$ cat src/gtaa_pkg.sv
/*
  Package for the gated 16-bit timer with atomic wide access: register
  offsets, field positions, reset values and bus state enumeration.
  Assumes a 32-bit Avalon-MM slave with byte addresses, one word per register.
*/
package gtaa_pkg;

  // ----------------------------------------------------------------------
  // Register map (byte addresses)
  // ----------------------------------------------------------------------
  localparam logic [3:0] GTAA_ADDR_COUNT_LOW  = 4'h0;
  localparam logic [3:0] GTAA_ADDR_COUNT_HIGH = 4'h4;
  localparam logic [3:0] GTAA_ADDR_TIMER_CTRL = 4'h8;
  localparam logic [3:0] GTAA_ADDR_GATE_CTRL  = 4'hC;

  // ----------------------------------------------------------------------
  // Field positions
  // ----------------------------------------------------------------------
  localparam int GTAA_CTRL_ON_BIT    = 0;  // Timer run bit
  localparam int GTAA_CTRL_WIDE_BIT  = 1;  // wide_access_enable
  localparam int GTAA_CTRL_PRE_LSB   = 4;  // Prescale select, two bits
  localparam int GTAA_GATE_EN_BIT    = 7;  // gate_enable_bit
  localparam int GTAA_GATE_POL_BIT   = 6;  // gate_polarity_bit
  localparam int GTAA_GATE_LVL_BIT   = 3;  // Read-only gate level

  // ----------------------------------------------------------------------
  // Widths and reset values
  // ----------------------------------------------------------------------
  localparam int         GTAA_BYTE_W      = 8;
  localparam int         GTAA_PRE_W       = 3;
  localparam logic [7:0] GTAA_CTRL_RST    = 8'h00;
  localparam logic [7:0] GTAA_GATE_RST    = 8'h00;
  localparam logic [7:0] GTAA_BYTE_RST    = 8'h00;
  localparam logic [2:0] GTAA_PRE_RST     = 3'h0;
  localparam logic [31:0] GTAA_UNMAPPED   = 32'h0000_0000;

  // Bus answer sequencing
  typedef enum logic [0:0] {
    GTAA_BUS_IDLE,
    GTAA_BUS_ACK
  } gtaa_bus_state_t;

endpackage : gtaa_pkg

$ cat src/gtaa_edge_detect.sv
/*
  Rising edge detector for the timer clock source input.
  Assumes the source is already synchronous to clk.
*/
`timescale 1ns/1ps
`default_nettype none

module gtaa_edge_detect (
  input  wire logic clk,
  input  wire logic rst,
  input  wire logic level_in,
  output logic      rise_pulse
);
  import gtaa_pkg::*;

  logic level_r;

  // ----------------------------------------------------------------------
  // Previous level register
  // ----------------------------------------------------------------------
  always_ff @(posedge clk or posedge rst) begin
    if (rst) begin
      level_r <= 1'b0;
    end else begin
      level_r <= level_in;
    end
  end

  // One-cycle pulse on a low-to-high change
  assign rise_pulse = level_in & ~level_r;

endmodule // gtaa_edge_detect

`default_nettype wire

$ cat src/gtaa_gate_qual.sv
/*
  Gate qualifier: decides whether the counter may advance this cycle.
  Assumes gate_signal is synchronous to clk.
*/
`timescale 1ns/1ps
`default_nettype none

module gtaa_gate_qual (
  input  wire logic gate_enable_bit,
  input  wire logic gate_polarity_bit,
  input  wire logic gate_signal,
  output logic      count_allow
);
  import gtaa_pkg::*;

  // Free running unless gating is on; then the gate must match polarity
  assign count_allow = ~gate_enable_bit
                     | (gate_signal == gate_polarity_bit);

endmodule // gtaa_gate_qual

`default_nettype wire

$ cat src/gtaa_timer.sv
/*
  Gated 16-bit timer with atomic wide access, reached over Avalon-MM.
  Holds the count pair, the high byte shadow, the prescaler, the control
  and gate registers and the bus slave.
  Assumes timer_clock_source and gate_signal are synchronous to clk and
  that the bus master follows Avalon-MM waitrequest signalling.
*/
`timescale 1ns/1ps
`default_nettype none

module gtaa_timer (
  input  wire logic        clk,
  input  wire logic        rst,
  input  wire logic [3:0]  avs_address,
  input  wire logic        avs_read,
  input  wire logic        avs_write,
  input  wire logic [31:0] avs_writedata,
  input  wire logic [3:0]  avs_byteenable,
  output logic [31:0]      avs_readdata,
  output logic             avs_waitrequest,
  input  wire logic        timer_clock_source,
  input  wire logic        gate_signal,
  output logic [15:0]      count_value,
  output logic             count_tick
);
  import gtaa_pkg::*;

  // ----------------------------------------------------------------------
  // State
  // ----------------------------------------------------------------------
  logic [7:0]       count_low_byte_r;
  logic [7:0]       count_high_byte_r;
  logic [7:0]       shadow_high_r;
  logic [7:0]       timer_control_reg_r;
  logic [7:0]       gate_control_reg_r;
  logic [2:0]       prescale_r;
  logic [2:0]       prescale_nxt;
  gtaa_bus_state_t  bus_state_r;
  logic [31:0]      readdata_nxt;

  logic             src_rise;
  logic             count_allow;
  logic             prescale_done;
  logic             advance;
  logic             wide_mode;
  logic             bus_go;
  logic             wr_low;
  logic             wr_high;
  logic             rd_low;
  logic [1:0]       pre_sel;
  logic [2:0]       pre_limit;
  logic [15:0]      count_inc;

  // ----------------------------------------------------------------------
  // Helpers
  // ----------------------------------------------------------------------
  gtaa_edge_detect u_edge (
    .clk        (clk),
    .rst        (rst),
    .level_in   (timer_clock_source),
    .rise_pulse (src_rise)
  );

  gtaa_gate_qual u_gate (
    .gate_enable_bit   (gate_control_reg_r[GTAA_GATE_EN_BIT]),
    .gate_polarity_bit (gate_control_reg_r[GTAA_GATE_POL_BIT]),
    .gate_signal       (gate_signal),
    .count_allow       (count_allow)
  );

  // ----------------------------------------------------------------------
  // Bus access decode
  // ----------------------------------------------------------------------
  // A request is served once, in the cycle before waitrequest goes low
  assign bus_go    = (avs_read | avs_write) & (bus_state_r == GTAA_BUS_IDLE);
  assign wide_mode = timer_control_reg_r[GTAA_CTRL_WIDE_BIT];
  assign wr_low    = bus_go & avs_write & avs_byteenable[0]
                   & (avs_address == GTAA_ADDR_COUNT_LOW);
  assign wr_high   = bus_go & avs_write & avs_byteenable[0]
                   & (avs_address == GTAA_ADDR_COUNT_HIGH);
  assign rd_low    = bus_go & avs_read & (avs_address == GTAA_ADDR_COUNT_LOW);

  // ----------------------------------------------------------------------
  // Prescaler: divide source edges by 1, 2, 4 or 8
  // ----------------------------------------------------------------------
  assign pre_sel   = timer_control_reg_r[GTAA_CTRL_PRE_LSB +: 2];
  assign pre_limit = 3'(({2'b00, 1'b1} << pre_sel) - 3'h1);
  assign prescale_done = (prescale_r == pre_limit);

  // Prescaler only runs while the timer is on and the gate allows it
  always_comb begin
    prescale_nxt = prescale_r;
    if (wr_low) begin
      prescale_nxt = GTAA_PRE_RST;
    end else if (timer_control_reg_r[GTAA_CTRL_ON_BIT] && count_allow && src_rise) begin
      prescale_nxt = prescale_done ? GTAA_PRE_RST : 3'(prescale_r + 3'h1);
    end
  end

  // A high byte write deliberately does not touch the prescaler
  always_ff @(posedge clk or posedge rst) begin
    if (rst) begin
      prescale_r <= GTAA_PRE_RST;
    end else begin
      prescale_r <= prescale_nxt;
    end
  end

  assign advance   = timer_control_reg_r[GTAA_CTRL_ON_BIT] & count_allow
                   & src_rise & prescale_done & ~wr_low;
  assign count_inc = 16'({count_high_byte_r, count_low_byte_r} + 16'h0001);

  // ----------------------------------------------------------------------
  // Count pair
  // ----------------------------------------------------------------------
  // A low byte write wins over an increment in the same cycle; that loses one
  // tick but keeps the written value exact, which is what software expects.
  always_ff @(posedge clk or posedge rst) begin
    if (rst) begin
      count_low_byte_r <= GTAA_BYTE_RST;
    end else if (wr_low) begin
      count_low_byte_r <= avs_writedata[7:0];
    end else if (advance) begin
      count_low_byte_r <= count_inc[7:0];
    end
  end

  // Live high byte: wide mode loads it only from the shadow on a low write
  always_ff @(posedge clk or posedge rst) begin
    if (rst) begin
      count_high_byte_r <= GTAA_BYTE_RST;
    end else if (wr_low && wide_mode) begin
      count_high_byte_r <= shadow_high_r;
    end else if (wr_high && !wide_mode) begin
      count_high_byte_r <= avs_writedata[7:0];
    end else if (advance && !(wr_high && wide_mode)) begin
      count_high_byte_r <= count_inc[15:8];
    end else if (advance) begin
      count_high_byte_r <= count_inc[15:8];
    end
  end

  // Shadow: written by software in wide mode, loaded on low byte reads
  always_ff @(posedge clk or posedge rst) begin
    if (rst) begin
      shadow_high_r <= GTAA_BYTE_RST;
    end else if (wr_high && wide_mode) begin
      shadow_high_r <= avs_writedata[7:0];
    end else if (rd_low && wide_mode) begin
      shadow_high_r <= count_high_byte_r;
    end
  end

  // ----------------------------------------------------------------------
  // Control and gate registers
  // ----------------------------------------------------------------------
  always_ff @(posedge clk or posedge rst) begin
    if (rst) begin
      timer_control_reg_r <= GTAA_CTRL_RST;
    end else if (bus_go && avs_write && avs_byteenable[0]
                 && avs_address == GTAA_ADDR_TIMER_CTRL) begin
      timer_control_reg_r <= avs_writedata[7:0];
    end
  end

  always_ff @(posedge clk or posedge rst) begin
    if (rst) begin
      gate_control_reg_r <= GTAA_GATE_RST;
    end else if (bus_go && avs_write && avs_byteenable[0]
                 && avs_address == GTAA_ADDR_GATE_CTRL) begin
      gate_control_reg_r <= avs_writedata[7:0];
    end
  end

  // ----------------------------------------------------------------------
  // Read mux
  // ----------------------------------------------------------------------
  // The low byte returns the live value; the shadow copy happens alongside
  always_comb begin
    readdata_nxt = GTAA_UNMAPPED;
    case (avs_address)
      GTAA_ADDR_COUNT_LOW:  readdata_nxt[7:0] = count_low_byte_r;
      GTAA_ADDR_COUNT_HIGH: readdata_nxt[7:0] = wide_mode ? shadow_high_r
                                                          : count_high_byte_r;
      GTAA_ADDR_TIMER_CTRL: readdata_nxt[7:0] = timer_control_reg_r;
      GTAA_ADDR_GATE_CTRL: begin
        readdata_nxt[7:0] = gate_control_reg_r;
        readdata_nxt[GTAA_GATE_LVL_BIT] = gate_signal;          // Live gate level
      end
      default:              readdata_nxt = GTAA_UNMAPPED;
    endcase
  end

  // ----------------------------------------------------------------------
  // Avalon handshake: waitrequest high at rest, low for one answer cycle
  // ----------------------------------------------------------------------
  // Holding waitrequest high at rest lets registered read data settle before
  // the master samples it, at the cost of one extra cycle per access.
  always_ff @(posedge clk or posedge rst) begin
    if (rst) begin
      bus_state_r <= GTAA_BUS_IDLE;
    end else begin
      case (bus_state_r)
        GTAA_BUS_IDLE: if (avs_read || avs_write) bus_state_r <= GTAA_BUS_ACK;
        GTAA_BUS_ACK:  bus_state_r <= GTAA_BUS_IDLE;
        default:       bus_state_r <= GTAA_BUS_IDLE;
      endcase
    end
  end

  always_ff @(posedge clk or posedge rst) begin
    if (rst) begin
      avs_waitrequest <= 1'b1;
      avs_readdata    <= GTAA_UNMAPPED;
    end else begin
      avs_waitrequest <= ~bus_go;
      if (bus_go && avs_read) begin
        avs_readdata <= readdata_nxt;
      end
    end
  end

  // ----------------------------------------------------------------------
  // Observation outputs
  // ----------------------------------------------------------------------
  always_ff @(posedge clk or posedge rst) begin
    if (rst) begin
      count_value <= {GTAA_BYTE_RST, GTAA_BYTE_RST};
      count_tick  <= 1'b0;
    end else begin
      count_value <= {count_high_byte_r, count_low_byte_r};
      count_tick  <= advance;
    end
  end

endmodule // gtaa_timer

`default_nettype wire

$ cat config.mk
export PLATFORM = sky130hd
export DESIGN_NAME = gtaa_timer
export DESIGN_NICKNAME = d
export VERILOG_FILES = /design/src/gtaa_pkg.sv /design/src/gtaa_edge_detect.sv /design/src/gtaa_gate_qual.sv /design/src/gtaa_timer.sv
export SDC_FILE = /design/constraint.sdc
export NUM_CORES = 1
export LEC_CHECK = 0
export BUFFER_PORTS_ARGS = -buffer_cell sky130_fd_sc_hd__buf_2
export CAP_MARGIN = 20
export CORE_UTILIZATION = 40
export DETAILED_ROUTE_END_ITERATION = 8
export PLACE_DENSITY_LB_ADDON = 0.1
export SKIP_CTS_REPAIR_TIMING = 1
export SYNTH_ARGS = -nofsm -noshare
export SYNTH_HDL_FRONTEND = slang
export SYNTH_SLANG_ARGS = --single-unit
$ cat constraint.sdc
create_clock -name clk -period 4.4 [get_ports clk]
set_input_delay 0.22 -clock clk [delete_from_list [all_inputs] [get_ports clk]]
set_output_delay 0.22 -clock clk [all_outputs]
set_load 0.005 [all_outputs]
==> out/qor.tcl, run 1 <==
set qor(cts_htree_levels) 3
set qor(fp.dieH_um) 99.82
set qor(core-area_mm2) 0.009240
set qor(gr-usage-all-layers_pct) 21.85
set qor(timing.final.max_slew_violations) 0
set qor(clkLatencyLatePin_ns) 0.36
set qor(detail_route.first_pass.iterations) 6
set qor(detail_route.wirelength_um) 10410
set qor(crit_chain) {nor2b_1 > and2_0 > nand2b_1 > mux2i_1 > o21ai_0}
set qor(number_of_core_rows) 35
set qor(max_cap_viol) 0
set qor(async_flop_share_pct) 100.0
set qor(fin_nets) 449
set qor(worstHoldPathType) {in -> reg}
set qor(die_x_um) 99.82
set qor(critical_path_depth) 5
set qor(first_global_vias) 2669
set qor(holdCritStartpoint) {avs_write}
set qor(drc) 0
set qor(clock_sinks) 70
set qor(peak_freq_mhz) 350.9
set qor(synth_cells) 357
set qor(worst_r2r_endpoint) {shadow_high_r[6]}
set qor(report.power.total_uw) 1766
set qor(timing.setup.tns_ns) 0
set qor(synth.largest_area_cell) {sky130_fd_sc_hd__dfrtp_1}
set qor(post-route-util_pct) 46.97
set qor(max-vdd-ir-drop_v) 0.0001671
set qor(hold_slack_ns) 0.1494
set qor(synth-compound-area-share_pct) 18.47
set qor(placer_congestion_estimate) 0.8307
set qor(whs_path_depth) 3
set qor(io_buffers) 44
set qor(num-fill-cells) 885
set qor(tightest_slew_ns) 0.9535
set qor(post-route-worst-setup-slack_ns) 1.550
set qor(ios) 96
set qor(r2r-start) {timer_control_reg_r[1]}
set qor(worst_path_max_delay_cell) {sky130_fd_sc_hd__dfrtp_1}
set qor(clkSlewWorstSetupHoldPaths_ns) 0.08
set qor(fin_crit_ns) 2.850
set qor(multi_input_area_mm2) 0.001892
set qor(area_delta_synth_final_pct) 13.40
set qor(crit_arrival_ns) 3.05
set qor(clock_skew_ns) 0.01738
set qor(critical_path_peak_fanout) 21
set qor(rsz0062_at_grt) {false}
set qor(clockBufferDepth) 2
set qor(synth-seq-area-share_pct) 45.80
set qor(critical_path.n_buffers_inverters) 0
set qor(grt_first_pass_wirelength_um) 15850
set qor(pre_cts_ws_ns) 1.602
set qor(portion_of_netlist_area_occupied_by_mux_cells_pct) 13.60
set qor(synthesis.area_mm2) 0.003827
set qor(syn-mean-instance-area_um2) 10.72
set qor(p_leak_uw) 0.001941
set qor(number_of_antenna_repair_diodes) 0
set qor(worst_hold_path.endpoint) {bus_state_r}
set qor(synth.lib_cells_used.distinct) 59
set qor(tritoncts.num_buffers) 9
set qor(antenna_left) 0
set qor(avgRoutedWirePerCell_um) 19.46
set qor(count_of_final_hold_check_violations) 0
set qor(floorplan.initialDensity_pct) 41.42
set qor(yosysWarningCount) 0
set qor(die_area_mm2) 0.009964
set qor(power_density_mw_per_mm2) 406.8
set qor(synth-edff-count) 0
set qor(synth_fa_ha_area_share_pct) 0.6538
set qor(register_area_mm2) 0.001753
set qor(most_used_flip_flop_cell_after_synthesis) {sky130_fd_sc_hd__dfrtp_1}
set qor(worst_path_dominant_cell_family) {simple AND/OR/NAND/NOR gates}
set qor(finalCritPeriodShare_pct) 64.77
set qor(initial_antenna_violation_count) 0
set qor(overflow) 0
set qor(post_synth_and_or_nand_nor_area_fraction_pct) 12.39
set qor(number_of_cell_instances_on_the_worst_register_to_register_path) 5
set qor(grt_max_degree) 49
set qor(synth_top_cells_by_area) {sky130_fd_sc_hd__dfrtp_1, sky130_fd_sc_hd__mux2_2, sky130_fd_sc_hd__buf_4}
set qor(critPathMaxStageDelay_ns) 0.80
set qor(slew-limit-headroom_pct) 36.30
set qor(setup_viol_count_final) 0
set qor(reg2reg_slack_ns) 1.55
set qor(yosys.area_share.xor_xnor_pct) 1.831
set qor(synth_top_family_by_area) {compound AO/OA/AOI/OAI gates}
set qor(synth-seq-cells) 70
set qor(detail_route.vias_per_cell) 5.675
set qor(place_hpwl_um) 7351
set qor(post-synth-top-area-fraction_pct) 45.11
set qor(final_layout_size_suffix_gt1_share_pct) 25.12
set qor(dr_total_vias) 3036
set qor(worst_setup_path_start_kind) {flip-flop}
set qor(tritoncts) {built}
set qor(critical_path_required_ns) 4.60
set qor(critPathCaptureType) {flip-flop}
set qor(status) {complete, no violations}
set qor(startpoint_to_endpoint_class_of_the_critical_path) {reg -> reg}
set qor(drt_iter0_drc) 347
set qor(root_buf_cell) {sky130_fd_sc_hd__clkbuf_8}
[worst max-delay path by stage]
stage                           startpoint  slack, ns               end
CTS                 timer_control_reg_r[1]       1.60  shadow_high_r[6]
global placement    timer_control_reg_r[1]       1.59  shadow_high_r[1]
detailed placement  timer_control_reg_r[1]       1.60  shadow_high_r[6]
floorplan                              rst       2.41   avs_readdata[0]
finish              timer_control_reg_r[1]       1.55  shadow_high_r[6]
global route        timer_control_reg_r[1]       1.36  shadow_high_r[6]
[state kept, by name (all words and copies together), names as in the netlist]
register	count
count_high_byte_r	8
avs_readdata	8
shadow_high_r	8
timer_control_reg_r	8
u_edge.level_r	1
prescale_r	3
count_low_byte_r	8
avs_waitrequest	1
gate_control_reg_r	7
count_tick	1
count_value	16
bus_state_r	1
[routing by layer]
| layer | wire length, µm | up-vias | track usage, % |
|---|---|---|---|
| li1 | - | 1385 | - |
| met1 | 4897 | 1476 | 32.94 |
| met2 | 4575 | 155 | 30.61 |
| met3 | 795 | 20 | 5.362 |
| met4 | 144 | 0 | 7.014 |
| met5 | 0 | - | 0 |
[where the power goes]
part | total [µW] | switching (µW) | leakage [µW] | internal (µW)
Sequential | 841 | 108 | 0.000923 | 733
Clock | 594 | 259 | 0.000106 | 336
Combinational | 331 | 177 | 0.000912 | 154
Total | 1770 | 543 | 0.00194 | 1220
[area by class of cell]
cell class / count / area share [%]
repair buffers: 50 / 6.515
inverters: 7 / 0.6054
clock buffers: 11 / 3.257
well taps: 129 / 3.719
multi-input cells: 263 / 43.59
clock inverters: 5 / 1.931
flip-flops and latches: 70 / 40.39
[through the flow]
stage / instances / area [µm²]
floorplan: 380 / 3914
global placement: 516 / 4075
detailed placement: 516 / 4075
CTS: 532 / 4300
global route: 535 / 4340
finish: 535 / 4340
[tightest hold or removal path: cells and delay by family]
| kind | cells | cell delay [ns] |
|---|---|---|
| AND/OR/NAND/NOR | 2 | 0.13 |
| buffers and inverters | 1 | 0.11 |
[cell families after synthesis]
family / after synthesis
other: 1
buffers and inverters: 47
and+or+nand+nor: 96
xor gates and xnor gates: 8
muxes: 39
AOI/OAI and AO/OA: 94
adders and majority gates: 2
DFF: 70
[synth_stat cells, types with 8 or more instances]
cell	n
sky130_fd_sc_hd__buf_4	24
sky130_fd_sc_hd__clkbuf_1	9
sky130_fd_sc_hd__nand3_1	13
sky130_fd_sc_hd__nor3_1	9
sky130_fd_sc_hd__nand2_1	31
sky130_fd_sc_hd__nand4_1	8
sky130_fd_sc_hd__a21oi_1	14
sky130_fd_sc_hd__a22o_1	9
sky130_fd_sc_hd__mux2i_1	10
sky130_fd_sc_hd__nor2_1	14
sky130_fd_sc_hd__mux2_2	21
sky130_fd_sc_hd__o21ai_0	20
sky130_fd_sc_hd__dfrtp_1	69
sky130_fd_sc_hd__a2bb2oi_1	8
[placed cells by master, fill, tap and decap left out, types with 3 or more instances in the layout]
cell                        count
sky130_fd_sc_hd__mux4_2         7
sky130_fd_sc_hd__a32o_1         3
sky130_fd_sc_hd__nor2_1        14
sky130_fd_sc_hd__xnor2_1        5
sky130_fd_sc_hd__xor2_1         3
sky130_fd_sc_hd__nor4_1         4
sky130_fd_sc_hd__nand2b_1       5
sky130_fd_sc_hd__a221oi_1       3
sky130_fd_sc_hd__nand3_1       13
sky130_fd_sc_hd__a21oi_1       14
sky130_fd_sc_hd__mux2_2        21
sky130_fd_sc_hd__dfrtp_1       69
sky130_fd_sc_hd__nand2_1       31
sky130_fd_sc_hd__nand4_1        8
sky130_fd_sc_hd__a211oi_1       6
sky130_fd_sc_hd__o21ai_0       20
sky130_fd_sc_hd__o21ai_1        3
sky130_fd_sc_hd__buf_2         44
sky130_fd_sc_hd__a22o_1         9
sky130_fd_sc_hd__o211ai_1       3
sky130_fd_sc_hd__nor3_1         8
sky130_fd_sc_hd__mux2i_1       10
sky130_fd_sc_hd__and3_1         3
sky130_fd_sc_hd__clkbuf_8      10
sky130_fd_sc_hd__buf_4          3
sky130_fd_sc_hd__inv_1          6
sky130_fd_sc_hd__a2bb2oi_1      8
sky130_fd_sc_hd__conb_1        24
sky130_fd_sc_hd__a22oi_1        3
(Power assumes the default switching activity.)
==> run 2, diff against run 1 <==
==> constraint.sdc (replaced) <==
create_clock -name clk -period 2.45 [get_ports clk]
set_input_delay 0.1225 -clock clk [delete_from_list [all_inputs] [get_ports clk]]
set_output_delay 0.1225 -clock clk [all_outputs]
set_load 0.005 [all_outputs]
==> run 2 against run 1 <==
  * Wire length about the same
  * Register-to-register slack got worse by 1.4 ns
  * Via count grew 0.92%
  * Critical path depth increased by 1
  * Worst setup slack got worse by 1.4 ns
  * Final cell count rose by 3.6%
  * Utilization rose by 1.3 points
  * Critical path type unchanged
==> out/qor.tcl, run 2 (same netlist as run 1, synthesis figures left out) <==
set qor(status) {complete, no violations}
set qor(fp.dieH_um) 99.82
set qor(tritoncts.num_buffers) 9
set qor(ios) 96
set qor(core-area_mm2) 0.009240
set qor(largest_register_ff_count) 16
set qor(layout_commonest_cell) {sky130_fd_sc_hd__dfrtp_1}
set qor(root_buf_cell) {sky130_fd_sc_hd__clkbuf_8}
set qor(max_cap_viol) 0
set qor(power.internal_uw) 2118
set qor(io_buffers) 44
set qor(slew-limit-headroom_pct) 51.43
set qor(crit_arrival_ns) 2.49
set qor(timing.setup.tns_ns) 0
set qor(number_of_cell_instances_on_the_worst_register_to_register_path) 6
set qor(report.power.total_uw) 3126
set qor(finalCritPeriodShare_pct) 92.72
set qor(placer_congestion_estimate) 0.8642
set qor(first_global_vias) 2702
set qor(timing.final.max_slew_violations) 0
set qor(worst_r2r_endpoint) {count_high_byte_r[6]}
set qor(setup_viol_count_final) 0
set qor(hold_slack_ns) 0.04847
set qor(detail_route.first_pass.iterations) 5
set qor(clock_power_share_pct) 30.4
set qor(comb_power_share_pct) 22.6
set qor(overflow) 0
set qor(clkSlewWorstSetupHoldPaths_ns) 0.08
set qor(place_hpwl_um) 7554
set qor(power_switching_share_pct) 32.24
set qor(layout.cells.most_common_list) {sky130_fd_sc_hd__dfrtp_1, sky130_fd_sc_hd__buf_2, sky130_fd_sc_hd__nand2_1}
set qor(clock_sinks) 70
set qor(avgRoutedWirePerCell_um) 18.80
set qor(rsz0062_at_grt) {false}
set qor(fin_nets) 468
set qor(drc) 0
set qor(critical_path_required_ns) 2.67
set qor(grt_first_pass_wirelength_um) 16190
set qor(detail_route.wirelength_um) 10420
set qor(fin_area_mm2) 0.004462
set qor(number_of_antenna_repair_diodes) 0
set qor(num-fill-cells) 873
set qor(holdCritStartpoint) {avs_read}
set qor(clkLatencyLatePin_ns) 0.36
set qor(p_leak_uw) 0.002034
set qor(r2r-start) {count_low_byte_r[1]}
set qor(max-vdd-ir-drop_v) 0.0002913
set qor(power_switching_uw) 1008
set qor(reg2reg_slack_ns) 0.18
set qor(tritoncts) {built}
set qor(gr-usage-all-layers_pct) 22.22
set qor(initial_antenna_violation_count) 0
set qor(startpoint_to_endpoint_class_of_the_critical_path) {reg -> reg}
set qor(critPathCaptureType) {flip-flop}
set qor(grt_max_degree) 39
set qor(cts_htree_levels) 3
set qor(worstHoldPathType) {in -> reg}
set qor(critical_path_peak_fanout) 7
set qor(seq_power_share_pct) 47.0
set qor(register_area_mm2) 0.001753
set qor(clock_skew_ns) 0.008933
set qor(cp-endpoint) {count_high_byte_r[6]}
set qor(floorplan.initialDensity_pct) 41.42
set qor(antenna_left) 0
set qor(post_dp_cell_area_mm2) 0.004238
set qor(peak_freq_mhz) 440.2
set qor(critical_path_start) {count_low_byte_r[1]}
set qor(clockBufferDepth) 2
set qor(max_flop_register) {count_value}
set qor(multi_input_area_mm2) 0.001898
set qor(die_area_mm2) 0.009964
set qor(final_layout_size_suffix_gt1_share_pct) 28.94
set qor(tightest_slew_ns) 0.7274
set qor(detail_route.vias_per_cell) 5.531
set qor(dr_total_vias) 3064
set qor(die_x_um) 99.82
set qor(number_of_core_rows) 35
set qor(area_delta_synth_final_pct) 16.57
set qor(count_of_final_hold_check_violations) 0
set qor(worst_setup_path_start_kind) {flip-flop}
set qor(power_density_mw_per_mm2) 700.7
set qor(fin_crit_ns) 2.272
set qor(drt_iter0_drc) 273
run 2: changes by cell type in the layout (fill, tap and decap cells not counted), sizes merged:
cell	before	now
clkinvlp	2	1
clkinv	1	4
inv	7	8
buf	48	67
clkbuf	11	9
bufinv	2	1
run 2: worst max-delay path, stage by stage, from the launching register on:
cell,delay (ns)
sky130_fd_sc_hd__dfrtp_1,0.51
sky130_fd_sc_hd__ha_1,0.24
sky130_fd_sc_hd__nand2_1,0.14
sky130_fd_sc_hd__nor4_2,0.51
sky130_fd_sc_hd__mux2i_1,0.14
sky130_fd_sc_hd__a221oi_1,0.45
sky130_fd_sc_hd__a2bb2oi_1,0.13
run 2: cell type report:
| type | instances | share of cell area (%) |
|---|---|---|
| clock inverter | 7 | 1.655 |
| clock buffer | 9 | 2.776 |
| sequential | 70 | 39.29 |
| multi-input combinational | 263 | 42.54 |
| timing repair buffer | 69 | 9.534 |
| tap | 129 | 3.618 |
| inverter | 7 | 0.5889 |
run 2: power groups by stage:
stage / Clock [µW] / Combinational, µW / Sequential, µW
2_1_floorplan: 0 / 447 / 1460
3_3_place_gp: 0 / 688 / 1490
3_5_place_dp: 0 / 697 / 1490
4_1_cts: 965 / 699 / 1470
5_1_grt: 1020 / 770 / 1490
6_report: 950 / 706 / 1470
run 2: how the worst min path moves through the flow:
stage,end,slack (ns),cells after the start
finish,bus_state_r,0.05,3
global route,bus_state_r,0.06,3
CTS,u_edge.level_r,-0.12,1
detailed placement,u_edge.level_r,0.26,1
global placement,u_edge.level_r,0.25,1
floorplan,u_edge.level_r,0.15,0
run 2: per-stage QoR:
| step | utilization, % | setup slack (ns) | std cells |
|---|---|---|---|
| 2_1_floorplan | - | 0.5609 | 380 |
| 3_3_place_gp | 45.86 | 0.06966 | 536 |
| 3_5_place_dp | 45.86 | 0.1266 | 536 |
| 4_1_cts | 48.00 | 0.08854 | 552 |
| 5_1_grt | 48.29 | 0.1310 | 554 |
| 6_report | 48.29 | 0.1783 | 554 |
run 2: routing by layer:
layer  GRT usage [%]  share of wire, %  vias up
li1                -                 -     1417
met1           34.83                49     1486
met2           30.82                42      149
met3           4.039               6.9       12
met4           6.787               1.4        0
met5               0                 0        -
==> run 3, diff against run 2 <==
--- a/config.mk
+++ b/config.mk
@@ -7,9 +7,11 @@
 export LEC_CHECK = 0
 export BUFFER_PORTS_ARGS = -buffer_cell sky130_fd_sc_hd__buf_2
 export CAP_MARGIN = 20
-export CORE_UTILIZATION = 40
+export CORE_ASPECT_RATIO = 1.5
+export CORE_UTILIZATION = 48
 export DETAILED_ROUTE_END_ITERATION = 8
 export PLACE_DENSITY_LB_ADDON = 0.1
+export SETUP_SLACK_MARGIN = 0.2
 export SKIP_CTS_REPAIR_TIMING = 1
 export SYNTH_ARGS = -nofsm -noshare
 export SYNTH_HDL_FRONTEND = slang
==> run 3 against run 2 <==
  * Sequential power is essentially flat
  * Cell area grew 2.4%
  * Clock skew grew 0.0017 ns
  * Worst setup slack gained 0.18 ns
  * Final cell count shrank 3.8%
  * Wire length grew 4.8%
  * Critical path depth shrank 1
  * Critical endpoint unchanged
  * Largest cell class unchanged
  * Highest routed layer unchanged
==> out/qor.tcl, run 3 (same netlist as run 1, synthesis figures left out) <==
set qor(p_leak_uw) 0.002102
set qor(antenna_left) 0
set qor(die_area_mm2) 0.008342
set qor(overflow) 0
set qor(seq_power_share_pct) 42.6
set qor(critPathMaxStageDelay_ns) 0.59
set qor(hold_slack_ns) 0.06361
set qor(detail_route.wirelength_um) 10920
set qor(global_route.usage.met2_pct) 47.39
set qor(r2r-start) {count_low_byte_r[3]}
set qor(fin_crit_ns) 2.091
set qor(reg2reg_slack_ns) 0.36
set qor(drc) 0
set qor(startpoint_to_endpoint_class_of_the_critical_path) {reg -> reg}
set qor(dr_total_vias) 3190
set qor(critical_path.n_buffers_inverters) 0
set qor(area_delta_synth_final_pct) 19.35
set qor(first_global_vias) 3006
set qor(gr-max-usage-layer) {met2}
set qor(worst_path_max_delay_cell) {sky130_fd_sc_hd__nor4_1}
set qor(finalCritPeriodShare_pct) 85.37
set qor(layout_commonest_cell) {sky130_fd_sc_hd__dfrtp_1}
set qor(setup_viol_count_final) 0
set qor(status) {complete, no violations}
set qor(worst_path_dominant_cell_family) {simple AND/OR/NAND/NOR gates}
set qor(detail_route.vias_per_cell) 5.985
set qor(num-fill-cells) 671
set qor(clock_skew_ns) 0.01060
set qor(power_density_mw_per_mm2) 763.7
set qor(root_buf_cell) {sky130_fd_sc_hd__clkbuf_16}
set qor(max_flop_register) {count_value}
set qor(largest_register_ff_count) 16
set qor(crit_arrival_ns) 2.30
set qor(count_of_final_hold_check_violations) 0
set qor(floorplan.initialDensity_pct) 49.96
set qor(layout.cells.most_common_list) {sky130_fd_sc_hd__dfrtp_1, sky130_fd_sc_hd__buf_2, sky130_fd_sc_hd__nand2_1}
set qor(grt_util_met3_pct) 3.710
set qor(io_buffers) 44
set qor(peak_freq_mhz) 478.1
set qor(max-vdd-ir-drop_v) 0.0005144
set qor(detail_route.first_pass.iterations) 5
set qor(fp.dieH_um) 111.4
set qor(clock_sinks) 70
set qor(number_of_cell_instances_on_the_worst_register_to_register_path) 5
set qor(die_x_um) 74.91
set qor(holdCritStartpoint) {avs_writedata[3]}
set qor(grt_first_pass_wirelength_um) 16990
set qor(post-route-worst-setup-slack_ns) 0.3586
set qor(post-route-util_pct) 59.63
set qor(core-area_mm2) 0.007661
set qor(ios) 96
set qor(worst_setup_path_start_kind) {flip-flop}
set qor(whs_path_depth) 3
set qor(critical_path_required_ns) 2.66
set qor(gr-usage-all-layers_pct) 28.47
set qor(slew-limit-headroom_pct) 57.27
set qor(tightest_slew_ns) 0.6410
set qor(clockBufferDepth) 2
set qor(clock_power_share_pct) 37.2
set qor(critPathCaptureType) {flip-flop}
set qor(fin_nets) 474
set qor(timing.setup.tns_ns) 0
set qor(placer_congestion_estimate) 0.9252
set qor(worstHoldPathType) {in -> reg}
set qor(grt_max_degree) 34
set qor(avgRoutedWirePerCell_um) 20.48
set qor(comb_power_share_pct) 20.2
set qor(power_switching_uw) 1045
set qor(initial_antenna_violation_count) 0
set qor(critical_path_peak_fanout) 8
set qor(clkSlewWorstSetupHoldPaths_ns) 0.06
set qor(register_area_mm2) 0.001754
set qor(drt_iter0_drc) 322
set qor(cts_htree_levels) 3
set qor(multi_input_area_mm2) 0.001892
set qor(worst_r2r_endpoint) {count_high_byte_r[6]}
set qor(number_of_core_rows) 39
set qor(power.internal_uw) 2443
set qor(power_switching_share_pct) 29.97
set qor(rsz0062_at_grt) {false}
set qor(timing.final.max_slew_violations) 0
set qor(number_of_antenna_repair_diodes) 0
set qor(worst_hold_path.endpoint) {count_low_byte_r[3]}
set qor(tritoncts.num_buffers) 9
set qor(clkLatencyLatePin_ns) 0.34
set qor(crit_chain) {nand3_1 > nor4_1 > mux2i_1 > a221oi_1 > a2bb2oi_1}
set qor(met1_usage_pct) 36.28
set qor(final_layout_size_suffix_gt1_share_pct) 29.93
set qor(max_cap_viol) 0
set qor(tritoncts) {built}
set qor(place_hpwl_um) 8069
set qor(pre_cts_ws_ns) 0.3151
[run 3: changes by cell type in the layout (fill, tap and decap cells not counted), sizes merged]
cell      before  now
clkinv         4    3
buf           67   73
clkinvlp       1    2
[run 3: per-stage QoR]
stage,std cells,power (µW),instance area [µm²]
final,533,3489,4568
after global placement,515,2185,4249
after detailed placement,515,2202,4249
after floorplan,380,1908,3914
after global routing,533,3648,4568
after CTS,531,3512,4547
[run 3: layer usage]
metal | wire (µm) | vias to the layer above
met5 | 0 | -
met4 | 328 | 0
met3 | 432 | 28
met2 | 5799 | 126
met1 | 4357 | 1602
li1 | - | 1434
[run 3: how the worst max path moves through the flow]
stage	slack (ns)	endpoint	cells past startpoint	start
2_1_floorplan	0.56	avs_readdata[0]	1	rst
6_report	0.36	count_high_byte_r[6]	5	count_low_byte_r[3]
5_1_grt	0.24	count_high_byte_r[4]	5	count_low_byte_r[3]
3_5_place_dp	0.32	shadow_high_r[1]	5	timer_control_reg_r[1]
4_1_cts	0.31	shadow_high_r[6]	5	timer_control_reg_r[1]
3_3_place_gp	0.37	shadow_high_r[6]	5	timer_control_reg_r[1]
[run 3: power by group through the flow]
stage                     clock [µW]  sequential [µW]  combinational [µW]
after floorplan                    0             1460                 447
after global placement             0             1500                 690
after detailed placement           0             1500                 702
after CTS                       1320             1480                 707
after global routing            1370             1510                 768
final                           1300             1490                 704
[run 3: cell type report]
cell class / instances / share of cell area, %
multi-input cells: 263 / 41.41
flip-flops and latches: 70 / 38.40
repair buffers: 75 / 10.30
clock buffers: 9 / 4.930
well taps: 102 / 2.794
clock inverters: 7 / 1.589
inverters: 7 / 0.5752
[run 3: tightest hold or removal path, delay by kind of cell]
family	cells	cell delay (ns)
simple gates	1	0.06
compound gates	1	0.05
buf+inv	1	0.13
